--- config.mk ---
export PLATFORM = sky130hd
export DESIGN_NAME = srvio_mapper
export DESIGN_NICKNAME = d
export VERILOG_FILES = /design/src/hdl/srvio_pkg.sv /design/src/hdl/srvio_timer_if.sv /design/src/hdl/srvio_wait_timer.sv /design/src/hdl/srvio_mapper.sv
export SDC_FILE = /design/constraint.sdc
export NUM_CORES = 1
export LEC_CHECK = 0
export ABC_AREA = 1
export BUFFER_PORTS_ARGS = -buffer_cell sky130_fd_sc_hd__buf_2
export CAP_MARGIN = 20
export CORE_ASPECT_RATIO = 1.1
export CORE_MARGIN = 2
export CORE_UTILIZATION = 65
export DETAILED_ROUTE_END_ITERATION = 8
export PLACE_DENSITY_LB_ADDON = 0.3
export SYNTH_ARGS = -nofsm -noshare
export SYNTH_HDL_FRONTEND = slang
export SYNTH_HIERARCHICAL = 1
export SYNTH_SLANG_ARGS = --single-unit
--- constraint.sdc ---
create_clock -name pclk -period 3.8 [get_ports pclk]
set_clock_uncertainty 0.05 [all_clocks]
set_input_delay 0.57 -clock pclk [delete_from_list [all_inputs] [get_ports pclk]]
set_output_delay 0.57 -clock pclk [all_outputs]
set_load 0.01 [all_outputs]
--- src/hdl/srvio_pkg.sv ---
// Constants for the servo I/O function mapper
package srvio_pkg;
  // ==========================================================
  // Register offsets
  localparam logic [7:0] OFS_IN_FUNC = 8'h00;
  localparam logic [7:0] OFS_OUT_CFG = 8'h04;
  localparam logic [7:0] OFS_STAT_CFG = 8'h08;
  localparam logic [7:0] OFS_REL_WAIT = 8'h0C;
  localparam logic [7:0] OFS_APP_WAIT = 8'h10;
  localparam logic [7:0] OFS_GP_OUT = 8'h14;
  localparam logic [7:0] OFS_STATE = 8'h18;
  localparam logic [7:0] OFS_IRQ_STAT = 8'h1C;
  localparam logic [7:0] OFS_IRQ_MASK = 8'h20;
  // ==========================================================
  // Field positions, one nibble per digit
  localparam int DIG_GAIN = 0;
  localparam int DIG_GEAR = 4;
  localparam int DIG_LOOP = 8;
  localparam int DIG_HOLD = 12;
  localparam int DIG_FAULT = 0;
  localparam int DIG_BRAKE = 4;
  localparam int DIG_TORQ = 0;
  localparam int DIG_ERRSPD = 4;
  localparam int DIG_ENAB = 8;
  localparam int DIG_SETTLE = 12;
  localparam int EV_FAULT = 0;
  localparam int EV_REL_DONE = 1;
  localparam int EV_APP_DONE = 2;
  localparam int NUM_EV = 3;
  // ==========================================================
  // Reset values
  localparam logic [15:0] RST_IN_FUNC = 16'h3333;
  localparam logic [7:0] RST_OUT_CFG = 8'h33;
  localparam logic [15:0] RST_STAT_CFG = 16'h3333;
  localparam logic [15:0] RST_WAIT_MS = 16'h00C8;
  localparam logic [15:0] MAX_WAIT_MS = 16'h7D00;
  localparam logic [5:0] RST_GP_OUT = 6'h3F;
  // ==========================================================
  // Timing
  localparam int CLK_FREQ_MHZ = 100;
  localparam int TICK_TIME_US = 1000;
  localparam int TICK_CYCLES = TICK_TIME_US * CLK_FREQ_MHZ;
  // ==========================================================
  // Drive power sequence
  typedef enum logic [1:0] {
    ST_OFF,
    ST_RELEASE,
    ST_RUN,
    ST_APPLY
  } srvio_state_e;
endpackage : srvio_pkg

--- src/hdl/srvio_timer_if.sv ---
// Link between the sequencer and one brake wait timer
`timescale 1ns/1ps
interface srvio_timer_if;
  logic ce;
  logic tick;
  logic load;
  logic [15:0] value;
  logic busy;
  logic done;
  modport ctl (output ce, tick, load, value, input busy, done);
  modport tmr (input ce, tick, load, value, output busy, done);
endinterface : srvio_timer_if

--- src/hdl/srvio_wait_timer.sv ---
// Millisecond countdown for a brake wait
`timescale 1ns/1ps
module srvio_wait_timer (
  input wire logic pclk, // Clock
  input wire logic presetn, // Async reset, low
  srvio_timer_if.tmr tif // Control link
);
  logic [15:0] cnt_reg;
  logic busy_reg;
  logic done_reg;

  assign tif.busy = busy_reg;
  assign tif.done = done_reg;

  always_ff @(posedge pclk or negedge presetn) begin
    if (!presetn) begin
      cnt_reg <= 16'h0000;
      busy_reg <= 1'b0;
      done_reg <= 1'b0;
    end else if (tif.ce) begin
      if (tif.load) begin
        cnt_reg <= tif.value;
        busy_reg <= (tif.value != 16'h0000);
        done_reg <= (tif.value == 16'h0000);
      end else if (tif.tick && busy_reg) begin
        cnt_reg <= cnt_reg - 16'h0001;
        busy_reg <= (cnt_reg != 16'h0001);
        done_reg <= (cnt_reg == 16'h0001);
      end else begin
        done_reg <= 1'b0;
      end
    end
  end
endmodule : srvio_wait_timer

--- src/hdl/srvio_mapper.sv ---
// Servo I/O function mapper with brake sequencing and APB registers
// What this block does
// - Gain switch input selects alternate/main gain
// - Gear input selects gear source A/B
// - Loop input selects first/second loop type
// - Count hold input inhibits pulse counting
// - Input setting: four digits, default 3333
// - Fault output polarity or general use
// - Brake output follows enable, or general
// - Status setting: four hex digits, 3333
// - Torque flag closes or opens on reach
// - Second output: position window or speed
// - Enabled flag closes or opens when enabled
// - Settled flag: in position, or running
// - Brake waits only with brake config 1/2
// - Release wait counts down, blocks moves
// - Apply wait delays power stage off
// - Brake engages at once on disable
`timescale 1ns/1ps
module srvio_mapper
  import srvio_pkg::*;
#(
  parameter int TICK_CYCLES_P = TICK_CYCLES
) (
  input wire logic pclk, // Clock, 100 MHz
  input wire logic presetn, // Async reset, low
  input wire logic ce, // Clock enable
  input wire logic psel, // APB select
  input wire logic penable, // APB enable
  input wire logic pwrite, // APB direction
  input wire logic [7:0] paddr, // APB byte address
  input wire logic [31:0] pwdata, // APB write data
  output logic [31:0] prdata, // APB read data
  output logic pready, // APB ready
  output logic pslverr, // APB error
  input wire logic gain_switch_input, // High when closed
  input wire logic gear_ratio_input, // High when closed
  input wire logic loop_type_input, // High when closed
  input wire logic count_hold_input, // High when closed
  input wire logic enable_req, // Drive enable command
  input wire logic drive_fault, // Drive fault present
  input wire logic torque_reached, // Torque at target
  input wire logic pos_in_window, // Position error in window
  input wire logic speed_reached, // Speed at target
  input wire logic motion_done, // Move done, in position
  input wire logic motor_running, // Motor turning
  output logic gain_set_alt, // Alternate gain set chosen
  output logic gear_ratio_b, // Gear source B chosen
  output logic loop_type_second, // Second loop type chosen
  output logic count_inhibit, // Pulse counting held
  output logic move_permit, // Moves allowed
  output logic power_stage_on, // Motor current on
  output logic fault_output, // Pin, low is closed
  output logic brake_output, // Pin, low is closed
  output logic torque_flag_output, // Pin, low is closed
  output logic error_or_speed_output, // Pin, low is closed
  output logic enabled_flag_output, // Pin, low is closed
  output logic settled_flag_output, // Pin, low is closed
  output logic irq // Level interrupt
);
  localparam int PW = $clog2(TICK_CYCLES_P + 1);

  if (TICK_CYCLES_P < 1) begin : g_bad_tick
    $error("TICK_CYCLES_P must be at least 1");
  end
  // ==========================================================
  // Decode helpers
  function automatic logic f_sel(input logic [3:0] code, input logic sw);
    f_sel = (code == 4'h1) ? sw : (code == 4'h2) ? ~sw : 1'b0;
  endfunction : f_sel

  // Closed (low) on close code, open (high) on open code, else general
  function automatic logic f_out(input logic [3:0] code, input logic [3:0] c_close,
    input logic [3:0] c_open, input logic cond, input logic gp);
    f_out = (code == c_close) ? ~cond : (code == c_open) ? cond : gp;
  endfunction : f_out

  // ==========================================================
  // Registers
  logic [15:0] in_func_reg;
  logic [7:0] out_cfg_reg;
  logic [15:0] stat_cfg_reg;
  logic [15:0] rel_wait_reg;
  logic [15:0] app_wait_reg;
  logic [5:0] gp_out_reg;
  logic [NUM_EV-1:0] irq_stat_reg;
  logic [NUM_EV-1:0] irq_mask_reg;
  logic [31:0] prdata_reg;
  srvio_state_e state_reg;
  srvio_state_e state_next;
  logic [PW-1:0] presc_reg;
  logic fault_d_reg;

  logic [3:0] gain_field, gear_field, loop_field, hold_field;
  logic [3:0] fault_cfg, brake_cfg, torq_dig, errspd_dig, enab_dig, settle_dig;
  logic brake_used, drive_enabled, tick, wr_en, addr_ok, rel_load, app_load;
  logic [31:0] rd_mux;
  logic [15:0] wait_wr;
  logic [NUM_EV-1:0] ev;

  srvio_timer_if rel_if ();
  srvio_timer_if app_if ();

  assign gain_field = in_func_reg[DIG_GAIN +: 4];
  assign gear_field = in_func_reg[DIG_GEAR +: 4];
  assign loop_field = in_func_reg[DIG_LOOP +: 4];
  assign hold_field = in_func_reg[DIG_HOLD +: 4];
  assign fault_cfg = out_cfg_reg[DIG_FAULT +: 4];
  assign brake_cfg = out_cfg_reg[DIG_BRAKE +: 4];
  assign torq_dig = stat_cfg_reg[DIG_TORQ +: 4];
  assign errspd_dig = stat_cfg_reg[DIG_ERRSPD +: 4];
  assign enab_dig = stat_cfg_reg[DIG_ENAB +: 4];
  assign settle_dig = stat_cfg_reg[DIG_SETTLE +: 4];
  assign brake_used = (brake_cfg == 4'h1) || (brake_cfg == 4'h2);
  assign drive_enabled = (state_reg == ST_RELEASE) || (state_reg == ST_RUN);

  // ==========================================================
  // APB slave: ready follows ce, data latched in setup phase
  assign pready = ce;
  assign addr_ok = (paddr[1:0] == 2'b00) && (paddr <= OFS_IRQ_MASK);
  assign pslverr = psel && penable && !addr_ok;
  assign wr_en = ce && psel && penable && pwrite && addr_ok;
  assign prdata = prdata_reg;
  assign wait_wr = (pwdata[15:0] > MAX_WAIT_MS) ? MAX_WAIT_MS : pwdata[15:0];

  always_comb begin
    rd_mux = 32'h0000_0000;
    case (paddr)
      OFS_IN_FUNC: rd_mux[15:0] = in_func_reg;
      OFS_OUT_CFG: rd_mux[7:0] = out_cfg_reg;
      OFS_STAT_CFG: rd_mux[15:0] = stat_cfg_reg;
      OFS_REL_WAIT: rd_mux[15:0] = rel_wait_reg;
      OFS_APP_WAIT: rd_mux[15:0] = app_wait_reg;
      OFS_GP_OUT: rd_mux[5:0] = gp_out_reg;
      OFS_STATE: rd_mux[15:0] = {gain_switch_input, gear_ratio_input, loop_type_input,
        count_hold_input, gain_set_alt, gear_ratio_b, loop_type_second, count_inhibit,
        move_permit, power_stage_on, rel_if.busy, app_if.busy, 2'(state_reg), 2'b00};
      OFS_IRQ_STAT: rd_mux[NUM_EV-1:0] = irq_stat_reg;
      OFS_IRQ_MASK: rd_mux[NUM_EV-1:0] = irq_mask_reg;
      default: rd_mux = 32'h0000_0000;
    endcase
  end

  always_ff @(posedge pclk or negedge presetn) begin
    if (!presetn) begin
      prdata_reg <= 32'h0000_0000;
    end else if (ce && psel && !penable) begin
      prdata_reg <= rd_mux;
    end
  end

  always_ff @(posedge pclk or negedge presetn) begin
    if (!presetn) begin
      in_func_reg <= RST_IN_FUNC;
      out_cfg_reg <= RST_OUT_CFG;
      stat_cfg_reg <= RST_STAT_CFG;
      rel_wait_reg <= RST_WAIT_MS;
      app_wait_reg <= RST_WAIT_MS;
      gp_out_reg <= RST_GP_OUT;
      irq_mask_reg <= '0;
    end else if (wr_en) begin
      case (paddr)
        OFS_IN_FUNC: in_func_reg <= pwdata[15:0];
        OFS_OUT_CFG: out_cfg_reg <= pwdata[7:0];
        OFS_STAT_CFG: stat_cfg_reg <= pwdata[15:0];
        OFS_REL_WAIT: rel_wait_reg <= wait_wr;
        OFS_APP_WAIT: app_wait_reg <= wait_wr;
        OFS_GP_OUT: gp_out_reg <= pwdata[5:0];
        OFS_IRQ_MASK: irq_mask_reg <= pwdata[NUM_EV-1:0];
        default: ;
      endcase
    end
  end

  // ==========================================================
  // Interrupts: set wins over write-one-to-clear
  assign ev[EV_FAULT] = drive_fault && !fault_d_reg;
  assign ev[EV_REL_DONE] = (state_reg == ST_RELEASE) && rel_if.done;
  assign ev[EV_APP_DONE] = (state_reg == ST_APPLY) && app_if.done;

  always_ff @(posedge pclk or negedge presetn) begin
    if (!presetn) begin
      fault_d_reg <= 1'b0;
      irq_stat_reg <= '0;
    end else if (ce) begin
      fault_d_reg <= drive_fault;
      if (wr_en && paddr == OFS_IRQ_STAT) begin
        irq_stat_reg <= (irq_stat_reg & ~pwdata[NUM_EV-1:0]) | ev;
      end else begin
        irq_stat_reg <= irq_stat_reg | ev;
      end
    end
  end

  assign irq = |(irq_stat_reg & irq_mask_reg);

  // ==========================================================
  // Millisecond tick, restarted on each timer load
  always_ff @(posedge pclk or negedge presetn) begin
    if (!presetn) begin
      presc_reg <= '0;
    end else if (ce) begin
      if (rel_load || app_load || tick) begin
        presc_reg <= '0;
      end else begin
        presc_reg <= presc_reg + PW'(1);
      end
    end
  end

  assign tick = (presc_reg == PW'(TICK_CYCLES_P - 1));

  // ==========================================================
  // Brake and power sequence
  always_comb begin
    state_next = state_reg;
    rel_load = 1'b0;
    app_load = 1'b0;
    case (state_reg)
      ST_OFF: begin
        if (enable_req) begin
          rel_load = brake_used;
          state_next = brake_used ? ST_RELEASE : ST_RUN;
        end
      end
      ST_RELEASE: begin
        if (!enable_req) begin
          app_load = 1'b1;
          state_next = ST_APPLY;
        end else if (rel_if.done) begin
          state_next = ST_RUN;
        end
      end
      ST_RUN: begin
        if (!enable_req) begin
          app_load = brake_used;
          state_next = brake_used ? ST_APPLY : ST_OFF;
        end
      end
      ST_APPLY: begin
        if (app_if.done) begin
          state_next = ST_OFF;
        end
      end
      default: state_next = ST_OFF;
    endcase
  end

  always_ff @(posedge pclk or negedge presetn) begin
    if (!presetn) begin
      state_reg <= ST_OFF;
    end else if (ce) begin
      state_reg <= state_next;
    end
  end

  assign rel_if.ce = ce;
  assign rel_if.tick = tick;
  assign rel_if.load = rel_load;
  assign rel_if.value = rel_wait_reg;
  assign app_if.ce = ce;
  assign app_if.tick = tick;
  assign app_if.load = app_load;
  assign app_if.value = app_wait_reg;

  srvio_wait_timer u_rel_timer (
    .pclk(pclk),
    .presetn(presetn),
    .tif(rel_if.tmr)
  );

  srvio_wait_timer u_app_timer (
    .pclk(pclk),
    .presetn(presetn),
    .tif(app_if.tmr)
  );

  // ==========================================================
  // Input function selections
  always_ff @(posedge pclk or negedge presetn) begin
    if (!presetn) begin
      gain_set_alt <= 1'b0;
      gear_ratio_b <= 1'b0;
      loop_type_second <= 1'b0;
      count_inhibit <= 1'b0;
    end else if (ce) begin
      gain_set_alt <= f_sel(gain_field, ~gain_switch_input);
      gear_ratio_b <= f_sel(gear_field, gear_ratio_input);
      loop_type_second <= f_sel(loop_field, loop_type_input);
      count_inhibit <= f_sel(hold_field, count_hold_input);
    end
  end

  always_ff @(posedge pclk or negedge presetn) begin
    if (!presetn) begin
      move_permit <= 1'b0;
      power_stage_on <= 1'b0;
    end else if (ce) begin
      move_permit <= (state_next == ST_RUN);
      power_stage_on <= (state_next != ST_OFF);
    end
  end

  // ==========================================================
  // Output pins
  always_ff @(posedge pclk or negedge presetn) begin
    if (!presetn) begin
      fault_output <= RST_GP_OUT[0];
      brake_output <= RST_GP_OUT[1];
      torque_flag_output <= RST_GP_OUT[2];
      error_or_speed_output <= RST_GP_OUT[3];
      enabled_flag_output <= RST_GP_OUT[4];
      settled_flag_output <= RST_GP_OUT[5];
    end else if (ce) begin
      fault_output <= f_out(fault_cfg, 4'h1, 4'h2, drive_fault, gp_out_reg[0]);
      brake_output <= f_out(brake_cfg, 4'h1, 4'h2, drive_enabled, gp_out_reg[1]);
      torque_flag_output <= f_out(torq_dig, 4'h8, 4'h9, torque_reached, gp_out_reg[2]);
      error_or_speed_output <= f_out(errspd_dig, 4'h6, 4'h7, pos_in_window,
        f_out(errspd_dig, 4'hA, 4'hB, speed_reached, gp_out_reg[3]));
      enabled_flag_output <= f_out(enab_dig, 4'h1, 4'h2, drive_enabled, gp_out_reg[4]);
      settled_flag_output <= f_out(settle_dig, 4'h4, 4'h5, motion_done,
        f_out(settle_dig, 4'hC, 4'hC, motor_running, gp_out_reg[5]));
    end
  end
endmodule : srvio_mapper

==> results of run 1 <==
[layout by cell type (no fill, tap or decap), types with 4 or more instances in the layout]
cell | synthesis | layout
inv_2 | 6 | 6
ha_1 | 9 | 9
nor2_4 | 5 | 5
nor3_1 | 12 | 12
nand2_1 | 488 | 488
inv_1 | 147 | 147
buf_2 | 17 | 70
conb_1 | 1 | 16
o21ai_0 | 85 | 85
o21ai_1 | 39 | 39
buf_4 | 21 | 11
nand2_2 | 4 | 4
nand4_1 | 17 | 17
nor2_1 | 177 | 177
dfrtp_1 | 130 | 130
clkbuf_16 | 0 | 17
dfstp_2 | 38 | 38
o21ai_2 | 18 | 18
a21oi_2 | 4 | 4
xor2_1 | 5 | 5
clkinvlp_4 | 0 | 4
o22ai_1 | 6 | 6
nand3_1 | 96 | 96
nand2_4 | 4 | 4
a21oi_1 | 45 | 45
inv_6 | 0 | 4
nor2_2 | 8 | 8
[final cells by class]
type                            count  area share (%)
Clock inverter                     12           1.033
Timing Repair Buffer               83           4.210
Inverter                          155           5.322
Sequential cell                   168           38.56
Clock buffer                       20           4.233
Tap cell                          196           2.224
Multi-Input combinational cell   1067           44.42
[metal layers]
metal / wire length (um) / share of wire, % / up-vias / track usage, %
met5: 0 / 0 / - / 0
met4: 1091 / 4.0 / 0 / 15.58
met3: 2327 / 8.6 / 84 / 6.799
met2: 12350 / 46 / 503 / 51.75
met1: 11280 / 42 / 4525 / 46.48
li1: - / - / 4627 / -
[through the flow]
step           area [sq um]  total power [mW]  hold WS, ns
2_1_floorplan         10140             2.418       0.2244
3_3_place_gp          10450             2.602       0.4063
3_5_place_dp          10450             2.622       0.4051
4_1_cts               11030             4.329       0.1991
5_1_grt               11030             4.493       0.2348
6_report              11030             4.332       0.1434
[how the worst min path moves through the flow]
| stage | startpoint | to | slack, ns | depth (start not counted) |
|---|---|---|---|---|
| floorplan | presetn | app_if.value[0] | 0.22 | 0 |
| global placement | torque_flag_output | torque_flag_output | 0.41 | 2 |
| detailed placement | torque_flag_output | torque_flag_output | 0.41 | 2 |
| CTS | presetn | u_app_timer/cnt_reg[11] | 0.20 | 1 |
| global route | presetn | u_app_timer/cnt_reg[11] | 0.23 | 1 |
| finish | presetn | u_app_timer/cnt_reg[11] | 0.14 | 1 |
[critical path: cells and delay by family, from the launching register on]
| kind | cells | cell delay (ns) |
|---|---|---|
| simple gates | 8 | 0.82 |
| flops | 1 | 0.47 |
| compound gates | 1 | 0.10 |
| buf+inv | 7 | 0.88 |
| fa+ha+maj | 1 | 0.23 |
[kinds of logic (layout without fill, tap and decap cells)]
family          after synthesis  in the layout
simple gates                824            824
flops                       168            168
buf+inv                     213            270
compound gates              210            210
fa+ha+maj                     9              9
xor+xnor                      8              8
other cells                   1             16
[power by group]
part | total (mW) | switching, mW | internal (mW) | leakage (nW)
logic | 0.572 | 0.378 | 0.194 | 3.19
clock network | 1.72 | 0.758 | 0.961 | 0.276
registers | 2.04 | 0.134 | 1.91 | 2.06
==> out/metrics.yaml, run 1 <==
holdCritPathClass: "input port to async pin"
dp.cells: 1669
cts_root_buf: "clkbuf_16"
ys_types: 41
synth_common_cells: "nand2_1 (488), nor2_1 (177), inv_1 (147)"
clk_latency_ns: 0.44
cts_tree: "built"
hold_violations: 0
rr_startpoint: "state_reg[0]"
multiInputGateArea_sq_mm: 0.004897
fp-row-count: 47
synth_xor_area_share_pct: 0.6951
maxSlewHeadroom_pct: 40.94
status: "complete, no violations"
p_per_area_mw_per_mm2: 392.9
initialDrtViolationCount: 1154
synth_top_family_by_area: "simple AND/OR/NAND/NOR gates"
htree_levels: 4
fin_crit_ns: 2.671
routed_wl_mm: 27.05
synth_fa_ha_area_share_pct: 1.117
grt_max_degree: 95
synth_largest_area_cell: "dfrtp_1"
cpMostUsedCell: "nand2_1"
finalSetupViolCount: 0
synth_most_common_cell: "nand2_1"
ctsResizeCount: 0
vdd_ir_drop_max_mv: 0.3728
core_area_sq_mm: 0.01511
tightest_slew_ns: 0.8859
async_reset_ff_share_pct: 100.0
maxSlewViolCount: 0
ctsHoldBuffers: 0
routed-via-count: 9739
die_w_um: 122.7
setup_ws_ns: 1.129
synthCells: 1433
final_util_pct: 72.95
antenna_found_initial: 0
cts_sinks: 168
diodes: 0
critPathCaptureType: "flop"
layoutNonFillerInstCount: 1701
gr-total-overflow: 0
r2r_cells: 17
grt_pass1_vias: 8836
cp_slowest_cell: "dfrtp_1"
worstPathCellList: "inv_1 -> ha_1 -> inv_1 -> nor2_1 -> nand2_1 -> nand2_1 -> nand2_1 -> inv_1 -> buf_4 -> inv_4 -> nand2_4 -> nand2_4 -> inv_4 -> o21ai_1 -> nand2_1 -> nand2_1 -> inv_1"
io_pins: 104
fp.dieH_um: 134.6
finalCritPeriodShare_pct: 70.30
synth_compound_area_share_pct: 11.82
wl_per_cell_um: 15.90
rsz0062_at_grt: "no"
yosys_warnings: 6
nFillCells: 1200
via_per_inst: 5.725
post-place-ws_ns: 1.118
ys_seq_area_share_pct: 42.18
drive_gt1_share_pct: 14.35
grt_pass1_wl_mm: 43.65
drv_cap: 0
place_congestion: 0.9283
crit_path_start_kind: "flop"
numCtsBuffers: 17
synthMuxAreaShare_pct: 0
clkTransAtPathRegs_ns: 0.07
grt_usage_pct: 33.85
cts_max_path_buffers: 2
netlist.area_leader.share_pct: 32.27
drtAntennaViolNets: 0
area_growth_pct: 9.385
die_area_sq_mm: 0.01652
r2r_end: "u_app_timer/cnt_reg[5]"
p_leak_nw: 5.519
drtPass1Iterations: 6
crit_fanout: 26
final_nets: 1558
yosys.area_share.simple_pct: 34.36
worst_path_largest_cell_delay_ns: 0.47
r2r_slack_ns: 1.13
ff_latch_area_sq_mm: 0.004252
syn-cell-area_sq_mm: 0.01008
required_ns: 4.08
synth-seq-cells: 168
floorplan.initialDensity_pct: 66.69
path_class: "flop to flop"
synth_edf_count: 0
synthTopCellsByArea: "dfrtp_1 (32%), nand2_1 (18%), dfstp_2 (9.9%)"
hpwl_mm: 19.30
critical_path_arrival_ns: 2.96
postCtsSetupBuffers: 0
synth_area_per_cell_sq_um: 7.034
endpoint: "u_app_timer/cnt_reg[5]"
largest_register_ffs: 17
setup_tns_ns: 0
fmax_mhz: 374.3
cp-startpoint: "state_reg[0]"
drc_errors: 0
synthFlopType: "dfrtp_1"
port-buffer-count: 71
(Power assumes the default switching activity.)
==> run 2, diff against run 1 <==
--- a/config.mk
+++ b/config.mk
@@ -10,7 +10,7 @@
 export CAP_MARGIN = 20
 export CORE_ASPECT_RATIO = 1.1
 export CORE_MARGIN = 2
-export CORE_UTILIZATION = 65
+export CORE_UTILIZATION = 60
 export DETAILED_ROUTE_END_ITERATION = 8
 export PLACE_DENSITY_LB_ADDON = 0.3
 export SYNTH_ARGS = -nofsm -noshare
==> constraint.sdc (replaced) <==
create_clock -name pclk -period 2.6 [get_ports pclk]
set_clock_uncertainty 0.05 [all_clocks]
set_input_delay 0.39 -clock pclk [delete_from_list [all_inputs] [get_ports pclk]]
set_output_delay 0.39 -clock pclk [all_outputs]
set_load 0.01 [all_outputs]
==> run 2 against run 1 <==
Against the previous run: sequential power is 46% higher; largest cell class unchanged; cell area is 1.3% higher; worst hold slack better by 0.032 ns; setup slack worse by 0.85 ns; routed wire length is 1.1% higher; highest routed layer unchanged; combinational power is 46% higher; via count is 0.50% lower; sequential share of layout area is 0.50 points lower; first-iteration DRC count is 6.1% higher; critical endpoint unchanged; count of clock-buffer cells in the layout is 3 lower; clock power is 48% higher.
==> out/metrics.yaml, run 2 (synthesis gave the netlist of run 1 again) <==
status: "complete, no violations"  # unchanged
wl_per_cell_um: 15.85  # was 15.90 um
ff_latch_area_sq_mm: 0.004252  # unchanged
via_per_inst: 5.617  # was 5.725
drtAntennaViolNets: 0  # unchanged
place_congestion: 0.9590  # was 0.9283
htree_levels: 4  # unchanged
hold_violations: 0  # unchanged
crit_fanout: 18  # was 26
worstPathCellList: "inv_1 -> nor2_1 -> nand2_1 -> nand2_1 -> nand2_1 -> nand2_1 -> nand2_1 -> inv_1 -> inv_4 -> nand2_4 -> nand2_4 -> inv_4 -> o21ai_1 -> nand2_1 -> nand2_1 -> inv_1"  # was inv_1 -> ha_1 -> inv_1 -> nor2_1 -> nand2_1 -> nand2_1 -> nand2_1 -> inv_1 -> buf_4 -> inv_4 -> nand2_4 -> nand2_4 -> inv_4 -> o21ai_1 -> nand2_1 -> nand2_1 -> inv_1
postCtsSetupBuffers: 0  # unchanged
fp-row-count: 49  # was 47
cts_tree: "built"  # unchanged
maxSlewViolCount: 0  # unchanged
multiInputGateArea_sq_mm: 0.004897  # unchanged
cpMostUsedCell: "nand2_1"  # unchanged
critical_path_arrival_ns: 2.64  # was 2.96 ns
rsz0062_at_grt: "no"  # unchanged
tightest_slew_ns: 0.5787  # was 0.8859 ns
floorplan.initialDensity_pct: 61.35  # was 66.69%
area_growth_pct: 10.82  # was 9.385%
diodes: 0  # unchanged
required_ns: 2.92  # was 4.08 ns
grt_pass1_vias: 9026  # was 8836
port-buffer-count: 71  # unchanged
maxSlewHeadroom_pct: 61.28  # was 40.94%
p_leak_nw: 5.606  # was 5.519 nW
dp.cells: 1692  # was 1669
fp.dieH_um: 139.9  # was 134.6 um
grt_usage_pct: 31.59  # was 33.85%
cts_root_buf: "clkbuf_16"  # unchanged
layout_common_cells: "nand2_1 (488), nor2_1 (177), inv_1 (147)"  # unchanged
setup_tns_ns: 0  # unchanged
die_area_sq_mm: 0.01785  # was 0.01652 sq mm
finalSetupViolCount: 0  # unchanged
holdCritPathClass: "input port to flop"  # was input port to async pin
drc_errors: 0  # unchanged
hpwl_mm: 20.00  # was 19.30 mm
antenna_found_initial: 0  # unchanged
final_nets: 1574  # was 1558
crit_family: "simple AND/OR/NAND/NOR gates"  # was buffers and inverters
clkTransAtPathRegs_ns: 0.07  # about the same
place_area_sq_mm: 0.01058  # was 0.01045 sq mm
drv_cap: 0  # unchanged
routed_wl_mm: 27.35  # was 27.05 mm
drive_gt1_share_pct: 15.19  # was 14.35%
initialDrtViolationCount: 1224  # was 1154
grt_pass1_wl_mm: 44.75  # was 43.65 mm
core_area_sq_mm: 0.01643  # was 0.01511 sq mm
drtPass1Iterations: 6  # unchanged
worst_path_largest_cell_delay_ns: 0.55  # was 0.47 ns
cts_sinks: 168  # unchanged
routed-via-count: 9690  # was 9739
fin_crit_ns: 2.320  # was 2.671 ns
clk_latency_ns: 0.43  # was 0.44 ns
grt_max_degree: 61  # was 95
cp_slowest_cell: "dfstp_2"  # was dfrtp_1
critPathCaptureType: "flop"  # unchanged
p_per_area_mw_per_mm2: 568.2  # was 392.9 mW/mm^2
finalCritPeriodShare_pct: 89.23  # was 70.30%
numCtsBuffers: 17  # unchanged
path_class: "flop to flop"  # unchanged
nFillCells: 1386  # was 1200
largest_register_ffs: 17  # unchanged
cp_num_buf_inv: 5  # was 7
final_cell_area_sq_mm: 0.01117  # was 0.01103 sq mm
gr-total-overflow: 0  # unchanged
cts_max_path_buffers: 2  # unchanged
vdd_ir_drop_max_mv: 0.4530  # was 0.3728 mV
crit_path_start_kind: "flop"  # unchanged
layoutNonFillerInstCount: 1725  # was 1701
die_w_um: 127.6  # was 122.7 um
io_pins: 104  # unchanged
fmax_mhz: 431.1  # was 374.3 MHz
final_common_cell: "nand2_1"  # unchanged
-- run 2: worst paths after layout --
path                                start                       to  slack, ns  cells after the start
setup / recovery           out_cfg_reg[4]   u_app_timer/cnt_reg[5]       0.28                     16
setup reg to reg           out_cfg_reg[4]   u_app_timer/cnt_reg[5]       0.28                     16
min in group asynchronous         presetn  u_app_timer/cnt_reg[13]       0.44                      2
hold reg to reg              fault_output             fault_output       0.42                      2
hold / removal                drive_fault              fault_d_reg       0.18                      3
max in group asynchronous         presetn           out_cfg_reg[5]       1.30                      3
-- run 2: routing by layer --
layer | wire (um) | GRT usage (%) | vias to the layer above
met5 | 0 | 0 | -
met4 | 961 | 12.78 | 0
met3 | 2303 | 5.691 | 79
met2 | 12670 | 49.70 | 465
met1 | 11410 | 43.46 | 4475
li1 | - | - | 4671
-- run 2: what timing repair did --
action	in CTS	in global routing
hold buffers	1	0
gates resized for setup	0	0
hold endpoints to repair	49	0
-- run 2: metrics by stage --
step	total power, mW	setup slack, ns	hold WS [ns]	util [%]
after CTS	6.359	0.3219	0.1581	67.99
final	6.347	0.2801	0.1752	67.99
after floorplan	3.534	0.7234	0.04441	-
after global routing	6.625	0.1144	0.2068	67.99
after global placement	3.816	0.4060	0.3498	64.39
after detailed placement	3.840	0.3342	0.3482	64.39
-- run 2: worst min-delay path: stages --
cell and delay [ns]:
buf_2 0.12, nand2_1 0.05, o21ai_0 0.06
-- run 2: area by class of cell --
type | count | share of cell area (%)
multi-input combinational | 1067 | 43.84
sequential | 168 | 38.06
timing repair buffer | 99 | 5.365
inverter | 155 | 5.253
clock buffer | 17 | 3.808
tap | 204 | 2.285
clock inverter | 15 | 1.389
-- run 2: power breakdown --
group / internal [mW] / switching, mW
combinational: 0.290 / 0.545
sequential: 2.79 / 0.184
clock: 1.36 / 1.18
total: 4.44 / 1.91
==> run 3, diff against run 2 <==
--- a/config.mk
+++ b/config.mk
@@ -12,7 +12,7 @@
 export CORE_MARGIN = 2
 export CORE_UTILIZATION = 60
 export DETAILED_ROUTE_END_ITERATION = 8
-export PLACE_DENSITY_LB_ADDON = 0.3
+export PLACE_DENSITY = 0.87
 export SYNTH_ARGS = -nofsm -noshare
 export SYNTH_HDL_FRONTEND = slang
 export SYNTH_HIERARCHICAL = 1
==> run 3 against run 2 <==
Against the previous run: setup slack got worse by 0.075 ns; clock power barely moved; combinational power rose by 1%; cell area fell by 0.36%; register-to-register slack got worse by 0.08 ns; routed wire length rose by 0.71%; sequential share of layout area rose by 0.14 points; fmax fell by 3.1%; die area did not move.
==> out/metrics.yaml, run 3 (synthesis gave the netlist of run 1 again) <==
status: "complete, no violations"  # unchanged
worstPathCellList: "inv_1 -> ha_1 -> inv_1 -> nor2_1 -> nand2_1 -> nand2_1 -> nand2_1 -> inv_1 -> inv_4 -> buf_4 -> nand4_1 -> o22ai_1 -> nand2_1 -> nand2_1 -> inv_1"  # was inv_1 -> nor2_1 -> nand2_1 -> nand2_1 -> nand2_1 -> nand2_1 -> nand2_1 -> inv_1 -> inv_4 -> nand2_4 -> nand2_4 -> inv_4 -> o21ai_1 -> nand2_1 -> nand2_1 -> inv_1
diodes: 0  # unchanged
fin_crit_ns: 2.395  # was 2.320 ns
drtPass1Iterations: 7  # was 6
cts_root_buf: "clkbuf_16"  # unchanged
final_util_pct: 67.74  # was 67.99%
p_sw_share_pct: 30.14  # was 30.08%
fp-row-count: 49  # unchanged
grt_usage_pct: 31.99  # was 31.59%
numCtsBuffers: 17  # unchanged
fmax_mhz: 417.5  # was 431.1 MHz
crit_family: "buffers and inverters"  # was simple AND/OR/NAND/NOR gates
fp.dieH_um: 139.9  # unchanged
p_per_area_mw_per_mm2: 570.2  # was 568.2 mW/mm^2
clk_latency_ns: 0.44  # was 0.43 ns
drtAntennaViolNets: 0  # unchanged
r2r_cells: 15  # was 16
layout_common_cells: "nand2_1 (488), nor2_1 (177), inv_1 (147)"  # unchanged
gr-total-overflow: 0  # unchanged
floorplan.initialDensity_pct: 61.35  # unchanged
port-buffer-count: 71  # unchanged
p_leak_nw: 5.581  # was 5.606 nW
via_per_inst: 5.710  # was 5.617
routed-via-count: 9816  # was 9690
postCtsSetupBuffers: 0  # unchanged
finalCritPeriodShare_pct: 92.13  # was 89.23%
r2r_slack_ns: 0.20  # was 0.28 ns
finalSetupViolCount: 0  # unchanged
intPower_mw: 4.434  # was 4.438 mW
wl_per_cell_um: 16.02  # was 15.85 um
required_ns: 2.89  # was 2.92 ns
pwr-share-clk_pct: 39.8  # was 40.0%
cpMostUsedCell: "nand2_1"  # unchanged
worst_path_largest_cell_delay_ns: 0.44  # was 0.55 ns
drc_errors: 0  # unchanged
pwr-share-comb_pct: 13.3  # was 13.2%
crit_path_start_kind: "flop"  # unchanged
place_congestion: 0.9864  # was 0.9590
rr_startpoint: "state_reg[0]"  # was out_cfg_reg[4]
final_nets: 1568  # was 1574
path_class: "flop to flop"  # unchanged
crit_fanout: 15  # was 18
antenna_found_initial: 1  # was 0
tightest_slew_ns: 0.5438  # was 0.5787 ns
htree_levels: 4  # unchanged
critical_path_arrival_ns: 2.69  # was 2.64 ns
die_area_sq_mm: 0.01785  # unchanged
ctsResizeCount: 0  # unchanged
holdCritPathClass: "input port to flop"  # unchanged
routed_wl_mm: 27.54  # was 27.35 mm
maxSlewViolCount: 0  # unchanged
hold_violations: 0  # unchanged
cts_tree: "built"  # unchanged
endpoint: "u_app_timer/cnt_reg[5]"  # unchanged
io_pins: 104  # unchanged
hpwl_mm: 19.99  # was 20.00 mm
grt_pass1_wl_mm: 45.26  # was 44.75 mm
cts_sinks: 168  # unchanged
core_area_sq_mm: 0.01643  # unchanged
die_w_um: 127.6  # unchanged
drive_gt1_share_pct: 14.85  # was 15.19%
cp_slowest_cell: "dfrtp_1"  # was dfstp_2
fin_hold_ws_ns: 0.1628  # was 0.1752 ns
critPathCaptureType: "flop"  # unchanged
area_growth_pct: 10.43  # was 10.82%
cp-startpoint: "state_reg[0]"  # was out_cfg_reg[4]
p_seq_share_pct: 46.9  # was 46.8%
cts_max_path_buffers: 2  # unchanged
drv_cap: 0  # unchanged
critical_path_depth: 15  # was 16
vdd_ir_drop_max_mv: 0.5302  # was 0.4530 mV
setup_tns_ns: 0  # unchanged
initialDrtViolationCount: 1439  # was 1224
r2r_end: "u_app_timer/cnt_reg[5]"  # unchanged
grt_pass1_vias: 9239  # was 9026
maxSlewHeadroom_pct: 63.61  # was 61.28%
clkTransAtPathRegs_ns: 0.07  # about the same
cp_num_buf_inv: 6  # was 5
grt_max_degree: 80  # was 61
switching_power_mw: 1.913  # was 1.909 mW
final_common_cell: "nand2_1"  # unchanged
rsz0062_at_grt: "no"  # unchanged
largest_register_ffs: 17  # unchanged
[run 3: what timing repair did]
item | 4_1_cts | 5_1_grt
setup endpoints to repair | 0 | 0
hold buffers | 1 | 0
endpoints found under the hold margin | 31 | 0
[run 3: how the worst min path moves through the flow]
stage                startpoint                      to  slack, ns  depth (start not counted)
detailed placement      presetn  u_rel_timer/cnt_reg[7]       0.27                          1
floorplan               presetn         app_if.value[0]       0.04                          0
finish              drive_fault             fault_d_reg       0.16                          3
global placement        presetn  u_rel_timer/cnt_reg[7]       0.27                          1
CTS                 drive_fault             fault_d_reg       0.15                          3
global route          pwdata[8]          in_func_reg[8]       0.21                          3
[run 3: worst min-delay path, stage by stage]
cell     delay [ns]
buf_2          0.11
nand2_1        0.05
o21ai_0        0.07
[run 3: area by class of cell]
cell class	count	area [sq um]
clock buffer	17	425.4
clock inverter	15	160.2
fill	1377	5300
inverter	155	586.8
multi-input combinational	1067	4897
sequential	168	4252
tap	204	255.2
timing repair buffer	93	554.3
[run 3: through the flow]
stage / std cells / instance area [sq um] / worst slack (ns) / power [mW]
floorplan: 1448 / 10140 / 0.7234 / 3.534
global placement: 1686 / 10540 / 0.3367 / 3.812
detailed placement: 1686 / 10540 / 0.2840 / 3.841
CTS: 1719 / 11130 / 0.2614 / 6.351
global route: 1719 / 11130 / 0.01361 / 6.611
finish: 1719 / 11130 / 0.2047 / 6.347
[run 3: routing by layer]
metal	share of wire [%]	wire length [um]	global-route usage [%]
met1	40	10920	42.69
met2	47	12870	50.27
met3	9.7	2678	6.723
met4	3.9	1069	14.75
met5	0	0	0
[run 3: power groups by stage]
stage | combinational (mW) | sequential (mW) | clock (mW)
floorplan | 0.550 | 2.98 | 0
global route | 0.960 | 3.00 | 2.65
global placement | 0.799 | 3.01 | 0
CTS | 0.836 | 2.97 | 2.54
detailed placement | 0.829 | 3.01 | 0
finish | 0.843 | 2.98 | 2.52
